<file path="config.mk">
export PLATFORM = sky130hd
export DESIGN_NAME = jrii_loader
export DESIGN_NICKNAME = d
export VERILOG_FILES = /design/src/logic/jrii_pkg.sv /design/src/logic/jrii_stream_if.sv /design/src/logic/jrii_pair_buffer.sv /design/src/logic/jrii_loader.sv
export SDC_FILE = /design/constraint.sdc
export NUM_CORES = 1
export LEC_CHECK = 0
export BUFFER_PORTS_ARGS = -buffer_cell sky130_fd_sc_hd__buf_2
export CELL_PAD_IN_SITES_DETAIL_PLACEMENT = 0
export CELL_PAD_IN_SITES_GLOBAL_PLACEMENT = 1
export CORE_UTILIZATION = 50
export DETAILED_ROUTE_END_ITERATION = 6
export PLACE_DENSITY = 0.82
export SYNTH_ARGS = -nofsm -noshare
export SYNTH_HDL_FRONTEND = slang
export SYNTH_SLANG_ARGS = --single-unit
</file>
<file path="constraint.sdc">
create_clock -name clk -period 4 [get_ports clk]
set_input_delay 0.4 -clock clk [delete_from_list [all_inputs] [get_ports clk]]
set_output_delay 0.4 -clock clk [all_outputs]
set_load 0.05 [all_outputs]
</file>
<file path="src/logic/jrii_pkg.sv">
// Constants, opcodes and state types of the JTAG RAM init interface.
// Assumes a single 125 MHz system clock; the TAP macro runs on its own TCK.
package jrii_pkg;

    // System clock
    localparam int CLK_PERIOD_PS = 8000;

    // Least times around the RAM write clock edge
    localparam int WR_SETUP_NS     = 16;
    localparam int WR_HOLD_NS      = 8;
    localparam int WR_SETUP_CYCLES = (WR_SETUP_NS * 1000 + CLK_PERIOD_PS - 1) / CLK_PERIOD_PS;
    localparam int WR_HOLD_CYCLES  = (WR_HOLD_NS * 1000 + CLK_PERIOD_PS - 1) / CLK_PERIOD_PS;
    localparam int PHASE_CNT_W     = 4;

    // Default sizes
    localparam int DEF_IR_W       = 8;
    localparam int DEF_DATA_W     = 8;
    localparam int DEF_ADDR_W     = 8;
    localparam int DEF_NUM_BLOCKS = 4;

    // User opcodes; values are free for the user to pick
    localparam logic [DEF_IR_W-1:0] START_OPCODE      = 8'h10;
    localparam logic [DEF_IR_W-1:0] BLOCK_OPCODE_BASE = 8'h20;

    // Reset values
    localparam logic RAM_WCLK_IDLE_RISE = 1'h1;

    typedef enum {
        OUT_IDLE,
        OUT_SETUP,
        OUT_HOLD
    } jrii_out_state_type;

endpackage

</file>
<file path="src/logic/jrii_stream_if.sv">
// Valid/ready word stream between the loader and its buffer.
// Assumes both ends share one clock.
`timescale 1ns/100ps
interface jrii_stream_if #(
    parameter int W = 8
) ();
    logic         valid;
    logic         ready;
    logic [W-1:0] data;

    modport source (output valid, output data, input ready);
    modport sink   (input valid, input data, output ready);
endinterface

</file>
<file path="src/logic/jrii_pair_buffer.sv">
// Two-entry word buffer with honest full and empty.
// Assumes one clock; the drain side may stall at will.
`timescale 1ns/100ps
module jrii_pair_buffer #(
    parameter int W = 8
) (
    // Clock and reset
    input wire logic        clk,
    input wire logic        rst,
    // Streams
    jrii_stream_if.sink     in_s,
    jrii_stream_if.source   out_s
);
    logic [W-1:0] slot [2];
    logic         rd_ptr;
    logic         wr_ptr;
    logic [1:0]   count;
    logic [1:0]   next_count;
    logic         not_full;
    wire          push = in_s.valid & not_full;
    wire          pop  = out_s.valid & out_s.ready;

    assign in_s.ready  = not_full;
    assign out_s.valid = (count != 2'h0);
    assign out_s.data  = slot[rd_ptr];
    assign next_count  = (push && !pop) ? count + 2'h1 :
                         (pop && !push) ? count - 2'h1 : count;

    always_ff @(posedge clk or posedge rst) begin
        if (rst) begin
            count    <= 2'h0;
            rd_ptr   <= 1'b0;
            wr_ptr   <= 1'b0;
            not_full <= 1'b1;
        end else begin
            count    <= next_count;
            not_full <= (next_count != 2'h2);
            if (push) begin
                wr_ptr <= ~wr_ptr;
            end
            if (pop) begin
                rd_ptr <= ~rd_ptr;
            end
        end
    end

    always_ff @(posedge clk) begin
        if (push) begin
            slot[wr_ptr] <= in_s.data;
        end
    end
endmodule

</file>
<file path="src/logic/jrii_loader.sv">
// JTAG RAM init interface: turns user data scans into RAM writes.
// Assumes clk is well over three times TCK, and that the instruction
// register stays steady while data words are scanned.
`timescale 1ns/100ps
module jrii_loader
    import jrii_pkg::*;
#(
    parameter int IR_W           = DEF_IR_W,
    parameter int DATA_W         = DEF_DATA_W,
    parameter int ADDR_W         = DEF_ADDR_W,
    parameter int NUM_BLOCKS     = DEF_NUM_BLOCKS,
    parameter bit RAM_FALL_WRITE = 1'b0
) (
    // Clock and reset
    input  wire logic                  clk,
    input  wire logic                  rst,
    // TAP macro user access
    input  wire logic                  tap_tck,
    input  wire logic                  tap_tdi,
    input  wire logic                  shift_state_strobe,
    input  wire logic                  update_state_strobe,
    input  wire logic [IR_W-1:0]       user_instr_value,
    // Options
    input  wire logic                  broadcast_all,
    // RAM side
    input  wire logic                  ram_ready,
    output logic      [ADDR_W-1:0]     ram_addr,
    output logic      [DATA_W-1:0]     ram_wdata,
    output logic      [NUM_BLOCKS-1:0] ram_wen,
    output logic                       ram_wclk,
    // Status
    output logic                       load_ready,
    output logic                       data_overrun,
    output logic                       init_active
);
    localparam int SYNC_W = IR_W + 5;
    localparam int PAY_W  = NUM_BLOCKS + ADDR_W + DATA_W;
    localparam logic [ADDR_W-1:0] LAST_ADDR = '1;
    localparam logic [PHASE_CNT_W-1:0] SETUP_CNT = PHASE_CNT_W'(WR_SETUP_CYCLES - 1);
    localparam logic [PHASE_CNT_W-1:0] HOLD_CNT  = PHASE_CNT_W'(WR_HOLD_CYCLES - 1);

    // Two-stage input synchronisers
    logic [SYNC_W-1:0]     sync_meta;
    logic [SYNC_W-1:0]     sync_out;
    logic                  tck_prev;
    logic                  upd_prev;
    logic [IR_W-1:0]       ir_prev;

    // Load path
    logic [DATA_W-1:0]     shreg;
    logic [ADDR_W-1:0]     addr_cnt;
    logic [NUM_BLOCKS-1:0] ring_sel;

    // Output stage
    jrii_out_state_type    out_state;
    jrii_out_state_type    next_out_state;
    logic [PHASE_CNT_W-1:0] phase_cnt;
    logic [NUM_BLOCKS-1:0] wen_mask;

    jrii_stream_if #(.W(PAY_W)) load_s ();
    jrii_stream_if #(.W(PAY_W)) drain_s ();

    // Synchronised views
    wire                  tck_s   = sync_out[0];
    wire                  tdi_s   = sync_out[1];
    wire                  shift_s = sync_out[2];
    wire                  upd_s   = sync_out[3];
    wire                  bcast_s = sync_out[4];
    wire [IR_W-1:0]       ir_s    = sync_out[SYNC_W-1:5];

    // Event and mode decode
    wire                  tck_rise     = tck_s & ~tck_prev;
    wire                  upd_rise     = upd_s & ~upd_prev;
    wire                  start_match  = (ir_s == START_OPCODE[IR_W-1:0]);
    wire [NUM_BLOCKS-1:0] block_match;
    wire                  any_block    = |block_match;
    wire                  load_mode    = start_match | any_block;
    wire                  ir_changed   = (ir_s != ir_prev);
    wire                  word_done    = upd_rise & load_mode;
    wire                  last_addr    = (addr_cnt == LAST_ADDR);
    wire [NUM_BLOCKS-1:0] target_sel;

    genvar gi;
    generate
        for (gi = 0; gi < NUM_BLOCKS; gi++) begin : g_block_op
            // One opcode per block picks that block alone
            assign block_match[gi] =
                (ir_s == IR_W'(BLOCK_OPCODE_BASE[IR_W-1:0] + IR_W'(gi)));
        end
    endgenerate

    // Broadcast overrides, then ring, then per-block opcode
    assign target_sel = bcast_s     ? {NUM_BLOCKS{1'b1}} :
                        start_match ? ring_sel : block_match;

    // Buffer fill side
    assign load_s.valid = word_done;
    assign load_s.data  = {target_sel, addr_cnt, shreg};

    // Buffer drain side: accept a word only when idle and the RAM is ready
    assign drain_s.ready = (out_state == OUT_IDLE) & ram_ready;

    jrii_pair_buffer #(
        .W      (PAY_W)
    ) u_pair_buffer (
        .clk    (clk),
        .rst    (rst),
        .in_s   (load_s.sink),
        .out_s  (drain_s.source)
    );

    always_ff @(posedge clk or posedge rst) begin
        if (rst) begin
            sync_meta <= '0;
            sync_out  <= '0;
            tck_prev  <= 1'b0;
            upd_prev  <= 1'b0;
            ir_prev   <= '0;
        end else begin
            sync_meta <= {user_instr_value, broadcast_all, update_state_strobe,
                          shift_state_strobe, tap_tdi, tap_tck};
            sync_out  <= sync_meta;
            tck_prev  <= tck_s;
            upd_prev  <= upd_s;
            ir_prev   <= ir_s;
        end
    end

    // Serial capture, LSB first as scanned
    always_ff @(posedge clk or posedge rst) begin
        if (rst) begin
            shreg <= '0;
        end else if (tck_rise && shift_s) begin
            shreg <= {tdi_s, shreg[DATA_W-1:1]};
        end
    end

    // Address counter and block ring
    always_ff @(posedge clk or posedge rst) begin
        if (rst) begin
            addr_cnt <= '0;
        end else if (!load_mode || ir_changed) begin
            addr_cnt <= '0;
        end else if (word_done && load_s.ready) begin
            addr_cnt <= addr_cnt + ADDR_W'(1);
        end
    end

    always_ff @(posedge clk or posedge rst) begin
        if (rst) begin
            ring_sel <= NUM_BLOCKS'(1);
        end else if (!start_match) begin
            ring_sel <= NUM_BLOCKS'(1);
        end else if (word_done && load_s.ready && last_addr && !bcast_s) begin
            // Step once the current block's last address is taken
            ring_sel <= {ring_sel[NUM_BLOCKS-2:0], ring_sel[NUM_BLOCKS-1]};
        end
    end

    // A word arriving with the buffer full cannot be held back by JTAG
    always_ff @(posedge clk or posedge rst) begin
        if (rst) begin
            data_overrun <= 1'b0;
        end else if (word_done && !load_s.ready) begin
            data_overrun <= 1'b1;
        end else if (!load_mode) begin
            data_overrun <= 1'b0;
        end
    end

    always_ff @(posedge clk or posedge rst) begin
        if (rst) begin
            load_ready  <= 1'b0;
            init_active <= 1'b0;
        end else begin
            load_ready  <= load_s.ready & load_mode;
            init_active <= load_mode;
        end
    end

    // Output sequence: setup with strobe phase high, then the edge
    always_comb begin
        next_out_state = out_state;
        unique case (out_state)
            OUT_IDLE: begin
                if (drain_s.valid && drain_s.ready) begin
                    next_out_state = OUT_SETUP;
                end
            end
            OUT_SETUP: begin
                if (phase_cnt == SETUP_CNT) begin
                    next_out_state = OUT_HOLD;
                end
            end
            OUT_HOLD: begin
                if (phase_cnt == HOLD_CNT) begin
                    next_out_state = OUT_IDLE;
                end
            end
        endcase
    end

    always_ff @(posedge clk or posedge rst) begin
        if (rst) begin
            out_state <= OUT_IDLE;
            phase_cnt <= '0;
        end else begin
            out_state <= next_out_state;
            phase_cnt <= (next_out_state != out_state) ? '0 : phase_cnt + PHASE_CNT_W'(1);
        end
    end

    // Word and address stand from the start of setup until idle
    always_ff @(posedge clk or posedge rst) begin
        if (rst) begin
            ram_addr  <= '0;
            ram_wdata <= '0;
            wen_mask  <= '0;
        end else if (drain_s.valid && drain_s.ready) begin
            {wen_mask, ram_addr, ram_wdata} <= drain_s.data;
        end
    end

    always_ff @(posedge clk or posedge rst) begin
        if (rst) begin
            ram_wen <= '0;
        end else if (!load_mode) begin
            ram_wen <= '0;
        end else if (next_out_state != OUT_IDLE) begin
            ram_wen <= (out_state == OUT_IDLE) ? drain_s.data[PAY_W-1 -: NUM_BLOCKS]
                                               : wen_mask;
        end else begin
            ram_wen <= '0;
        end
    end

    // Strobe phase high during setup; clock is its inverse unless the
    // RAM writes on the falling edge
    always_ff @(posedge clk or posedge rst) begin
        if (rst) begin
            ram_wclk <= RAM_FALL_WRITE ? ~RAM_WCLK_IDLE_RISE : RAM_WCLK_IDLE_RISE;
        end else if (RAM_FALL_WRITE) begin
            ram_wclk <= (next_out_state == OUT_SETUP);
        end else begin
            ram_wclk <= (next_out_state != OUT_SETUP);
        end
    end
endmodule

</file>
==> results.md, run 1 <==
* Status: finished with violations
* Failing checks: DRC
* RR Endpoint: ram_addr[1]
* CTS tree: done
* P per Cell Area at 682.2 nW/um2
* Wirelength per Cell at about 14 um
* Layout net count at approximately 460
* Hpwl dp at 5507 um
* Reg2Reg Depth at 5
* Ys Warns at 0
* Met2 usage at 24.67%
* DRC viols at 6
* Sequential fraction of the synthesis area at approximately 73%
* ANT cells at 0
* Clock power frac at 34.6%
* Tightest Hold Check Type: in -> reg
* Routed WL at 8502 um
* GRT met3 Usage at approximately 4.8%
* Cell area after layout at 6830 um2
* PortBufs at 39
* Sequential Power Share at a little under half
* Deepest clock path buffer count at 2
* Peak supply drop at 0.2819 mV
* Net switching power figure at 1.394 mW
* Initial cell density of the core at 51.87%
* Commonest non-fill, non-tap cell in the layout: dfrtp_1
* Worst-Margin Slew at between 1 and 1.5 ns
* CTS resizes at 0
* Antenna violations before repair at 0
* Most frequent cells in the layout: 122 x dfrtp_1, 41 x nor2_1, 40 x edfxtp_1
* Critical path's largest stage delay at 1.08 ns
* Mapped Cells at approximately 420
* Final std cells w/o fill at 597
* Area after DPL at 6227 um2
* Number of setup violations in the final report at 0
* Req. time, crit path at 4.32 ns
* CP Capture Type: register
* Hold buffers post-CTS at 0
* Crit path from: out_state[5]
* Io pins at 40
* Number of global-route vias before repair at about 3,200
* Root buffer cell: clkbuf_16
* FFs w/ async S/R, synth at 75.76%
* Sw Ratio at 29.91%
* Maxcap violations at 0
* Syn nets at 439
* H-tree Lvls at 4
* Die height at 111.3 um
* Met1 usage at 20.32%
* Avg Vias per Cell at 5.065
* Final Slew Violations at 0
* Area of the multi-input gates at about 1400 um2
* Maximum clock frequency at between 300 and 400 MHz
* Crit path capture: ram_addr[1]
* Cell count after placement at 565
* Int Pwr at 3.266 mW
* Die area at 12,390 um2
* Avg Cell Area, Syn at 14.29 um2
* CP Class: reg -> reg
* Number of placement rows at 39
* Core Footprint at 11,520 um2
* Tmin final at about 2.6 ns
* CP startpoint kind: register
* Clk slew on worst S/H paths at roughly 0.060 ns
* Clk sink count at 165
* Gr ovfl total at 0
* Clock latency on the worst-skew pair at around 0.41 ns
* Unrepaired setup endpoints after global routing: no
* Final core utilization at between 50% and 60%
* Slew headroom at 17.97%
* P_leak at around 3.1 nW
* Total GRT Usage at 15.71%
* Cell area after synthesis at 5973 um2
* Top FF cell, synth: dfrtp_1
* FF-to-FF setup slack at 1.43 ns
* Initial drt markers at roughly 170
* CP Max Fanout at 35
* Gpl congestion at a little under 0.8
* # fillers at 884
* Skew final at 0.006049 ns
* Antenna-violating nets left at 0
* Via Count at 3,024
* Layout cells sized above 1 at 22.69%
* Critical-path cell list: nor4_1 > nand4_1 > nor3_4 > nor2_1 > a21oi_1
* FF-to-FF Start: out_state[5]
* Register area at 4333 um2
* Width of the die at 111.3 um
* Total negative slack at 0 ns
* Min Hold Slack at 0.09189 ns
* Crit-path slowest cell: nor3_4
* Hold Vio Cnt, Final at 0
* CTS buffer count at 17
* Postcts setup bufs at 0
* GRT busiest layer: met2
* Largest net degree at the start of global routing at 83
* First-pass GRT wire length at about 15,000 um
* Layout area overhead at 14.35%
* DR pass1 iterations at 7
* Final period utilization at 64.29%
* Comb pwr share at 19.6%
* EDFF count, synth at 40
* #FFs+latches synth at 165
* Distinct cell type count after synthesis at 52
* Crit path DAT at 2.90 ns
[critical path: cells and delay by family, from the launching register on]
family             cells  cell delay (ns)
and+or+nand+nor        4             1.90
AOI/OAI and AO/OA      1             0.19
DFF                    1             0.39
[cell type report]
type / count / share of cell area (%)
sequential: 165 / 63.44
multi-input combinational: 203 / 21.12
clock buffer: 21 / 7.053
timing repair buffer: 44 / 3.407
tap: 143 / 2.620
clock inverter: 11 / 1.777
inverter: 10 / 0.5862
[cell usage after synthesis, types with 7 or more instances]
cell | instances | area share, %
mux2i_1 | 21 | 3.5
edfxtp_1 | 40 | 20
dfrtp_1 | 122 | 51
inv_1 | 10 | 0.63
nor2_1 | 41 | 2.6
xnor2_1 | 7 | 1.0
nor4_1 | 10 | 1.0
nand2_1 | 12 | 0.75
xor2_1 | 12 | 1.8
a21oi_1 | 22 | 1.8
mux2_2 | 15 | 2.8
clkbuf_1 | 34 | 2.1
[logic make-up after synthesis]
family                     Yosys count  share of synthesized area (%)
xor gates and xnor gates            19                          2.786
adders and majority gates            5                          1.047
buffers and inverters               50                          3.414
and+or+nand+nor                     98                          8.777
AOI/OAI and AO/OA                   45                          5.091
muxes                               36                          6.347
DFF                                165                          72.54
[layer usage]
metal	vias up	part of all wire, %
met5	-	0
met4	0	1.6
met3	12	2.6
met2	41	48
met1	1492	48
li1	1479	-
[state kept, by name (all words and copies together) (netlist names), 13 cells and up]
register,count
out_state,32
sync_meta,13
sync_out,13
u_pair_buffer.slot,40
[power by group through the flow]
stage	Clock, mW	Combinational (mW)	Sequential (mW)
floorplan	0	0.485	2.39
global placement	0	0.906	2.16
detailed placement	0	0.923	2.17
CTS	1.65	0.926	2.14
global route	1.73	0.989	2.17
finish	1.61	0.914	2.13
[metrics by stage]
stage | worst slack, ns | power, mW
2_1_floorplan | 0.2774 | 2.879
3_3_place_gp | 1.579 | 3.063
3_5_place_dp | 1.460 | 3.094
4_1_cts | 1.424 | 4.714
5_1_grt | 1.142 | 4.883
6_report | 1.429 | 4.659
[worst min path at each step]
stage / from / end / slack (ns) / cells past startpoint
2_1_floorplan: sync_meta[0] / sync_out[0] / 0.33 / 0
3_3_place_gp: sync_meta[5] / sync_out[5] / 0.33 / 0
4_1_cts: user_instr_value[6] / sync_meta[11] / 0.08 / 1
6_report: user_instr_value[6] / sync_meta[11] / 0.09 / 1
5_1_grt: user_instr_value[7] / sync_meta[12] / 0.07 / 1
3_5_place_dp: sync_meta[11] / sync_out[11] / 0.33 / 0
No activity file was read; power rests on OpenSTA's default activity.
==> run 2: changes to the inputs <==
- CORE_UTILIZATION: 50 -> 45
- PLACE_DENSITY: 0.82 -> 0.78
- clock period: 4 -> 2.2 ns (I/O delays scaled with it)
==> run 2 against run 1 <==
  * Cell area rose by 4.4%
  * Sequential power rose by 79%
  * Global-route usage fell by 0.52 points
  * Hold slack got worse by 0.10 ns
  * Wire length rose by 8.0%
  * The flow finishes with violations (hold timing)
==> results.md, run 2 (same netlist as run 1, synthesis figures left out) <==
* CTS tree: done
* Status: finished with violations
* Hold Vio Cnt, Final at 25
* Antenna-violating nets left at 0
* CTS resizes at 0
* PortBufs at 39
* Layout net count at 486
* Width of the die at 117.2 um
* Peak supply drop at 0.6059 mV
* Crit path DAT at between 2 and 2.5 ns
* Layout area overhead at 19.35%
* Total negative slack at 0 ns
* P_leak at approximately 3.2 nW
* Tightest Hold Check Type: in -> async
* Clock latency on the worst-skew pair at 0.43 ns
* Maxcap violations at 0
* First-pass GRT wire length at 15,250 um
* Hpwl dp at 6074 um
* P per Cell Area at roughly 1200 nW/um2
* Initial drt markers at approximately 130
* Most flop-heavy register: u_pair_buffer.slot
* Cell count after placement at 605
* Die area at 13,740 um2
* Final Slew Violations at 0
* Avg Vias per Cell at 4.852
* Hold buffers post-CTS at 13
* Clk slew on worst S/H paths at 0.06 ns
* Via Count at 3,154
* Top Registers: u_pair_buffer.slot (40), out_state (32)
* Final std cells w/o fill at 650
* Number of global-route vias before repair at 3,197
* Die height at 117.2 um
* Deepest clock path buffer count at 2
* Gr ovfl total at 0
* Unrepaired setup endpoints after global routing: no
* Io pins at 40
* Postcts setup bufs at 0
* Tmin final at between 1.5 and 2 ns
* Root buffer cell: clkbuf_16
* CP Class: reg -> reg
* # fillers at 1,006
* Min Hold Slack at -0.01275 ns
* Maximum clock frequency at 505.7 MHz
* Req. time, crit path at approximately 2.5 ns
* Slew headroom at slightly below 60%
* Initial cell density of the core at between 40% and 50%
* Failing checks: hold timing
* Cell area after layout at just over 7000 um2
* Area of the multi-input gates at 1443 um2
* Worst Setup Slack, final at 0.2224 ns
* Core Footprint at 12,770 um2
* Worst-Margin Slew at approximately 0.63 ns
* Register area at 4333 um2
* Largest net degree at the start of global routing at 126
* Total GRT Usage at between 15 and 20%
* Area after DPL at roughly 6400 um2
* Skew final at 0.01452 ns
* Layout cells sized above 1 at between 20% and 30%
* Reg2Reg Depth at 7
* DRC viols at 0
* CP Max Fanout at 7
* Number of setup violations in the final report at 0
* CTS buffer count at 17
* Antenna violations before repair at 0
* DR pass1 iterations at 4
* Routed WL at 9185 um
* Most frequent cells in the layout: 122 x dfrtp_1, 41 x nor2_1, 40 x edfxtp_1
* Commonest non-fill, non-tap cell in the layout: dfrtp_1
* Largest register FFs at 40
* ANT cells at 0
* Placement Setup Slack at 0.2202 ns
* Wirelength per Cell at between 10 and 15 um
* H-tree Lvls at 4
* Final period utilization at roughly nine tenths
* Clk sink count at about 170
* CP Capture Type: register
* CP startpoint kind: register
* Gpl congestion at 0.7806
* Number of placement rows at 41
==> run 2: cell count changes in the layout (fill, tap and decap cells not counted), sizes merged <==
| cell | change |
|---|---|
| dlygate4sd3 | +13 |
| clkinv | -1 |
| bufinv | +2 |
| buf | +11 |
| clkbuf | -4 |
| clkinvlp | +3 |
==> run 2: power by group <==
group          internal, mW  leakage (nW)  switching [mW]  total [mW]
Combinational         0.655         0.890            1.17        1.83
Sequential             3.55          1.98           0.262        3.81
Clock                  1.90         0.302            1.18        3.09
==> run 2: worst paths after layout <==
kind | from | endpoint | slack (ns)
max in group asynchronous | rst | shreg[7] | 1.77
min | rst | sync_meta[6] | -0.01
min in group clk | ram_ready | ram_wclk | 0.33
max reg2reg | out_state[10] | phase_cnt[2] | 0.22
max | out_state[10] | phase_cnt[2] | 0.22
min reg2reg | sync_meta[10] | sync_out[10] | 0.35
==> run 2: final cells by class <==
cell class,count,share of cell area (%)
clock buffer,17,5.967
tap,172,3.019
clock inverter,15,2.826
multi-input combinational,203,20.24
inverter,10,0.5792
sequential,165,60.78
timing repair buffer,68,6.599
==> run 2: critical path: stages (launching register included) <==
cell and delay (ns):
dfrtp_1 0.38, nor4_1 0.34, nand4_1 0.15, buf_4 0.19, a311o_1 0.32, a221oi_1 0.26
buf_4 0.18, nor2_1 0.05
==> run 2: routing by layer <==
metal | share of wire [%] | global-route usage (%) | vias to the layer above
met5 | 0 | 0 | -
met4 | 1.6 | 6.920 | 0
met3 | 3.3 | 4.995 | 11
met2 | 50 | 24.98 | 45
met1 | 45 | 18.22 | 1572
li1 | - | - | 1526
==> run 2: stage by stage <==
stage,power [mW],hold slack [ns],utilization [%]
after floorplan,5.235,0.2514,-
after global placement,5.638,0.3281,49.89
after detailed placement,5.711,0.3293,49.89
after CTS,8.853,0.008760,55.81
after global routing,9.172,0.04576,55.81
final,8.725,-0.01275,55.81
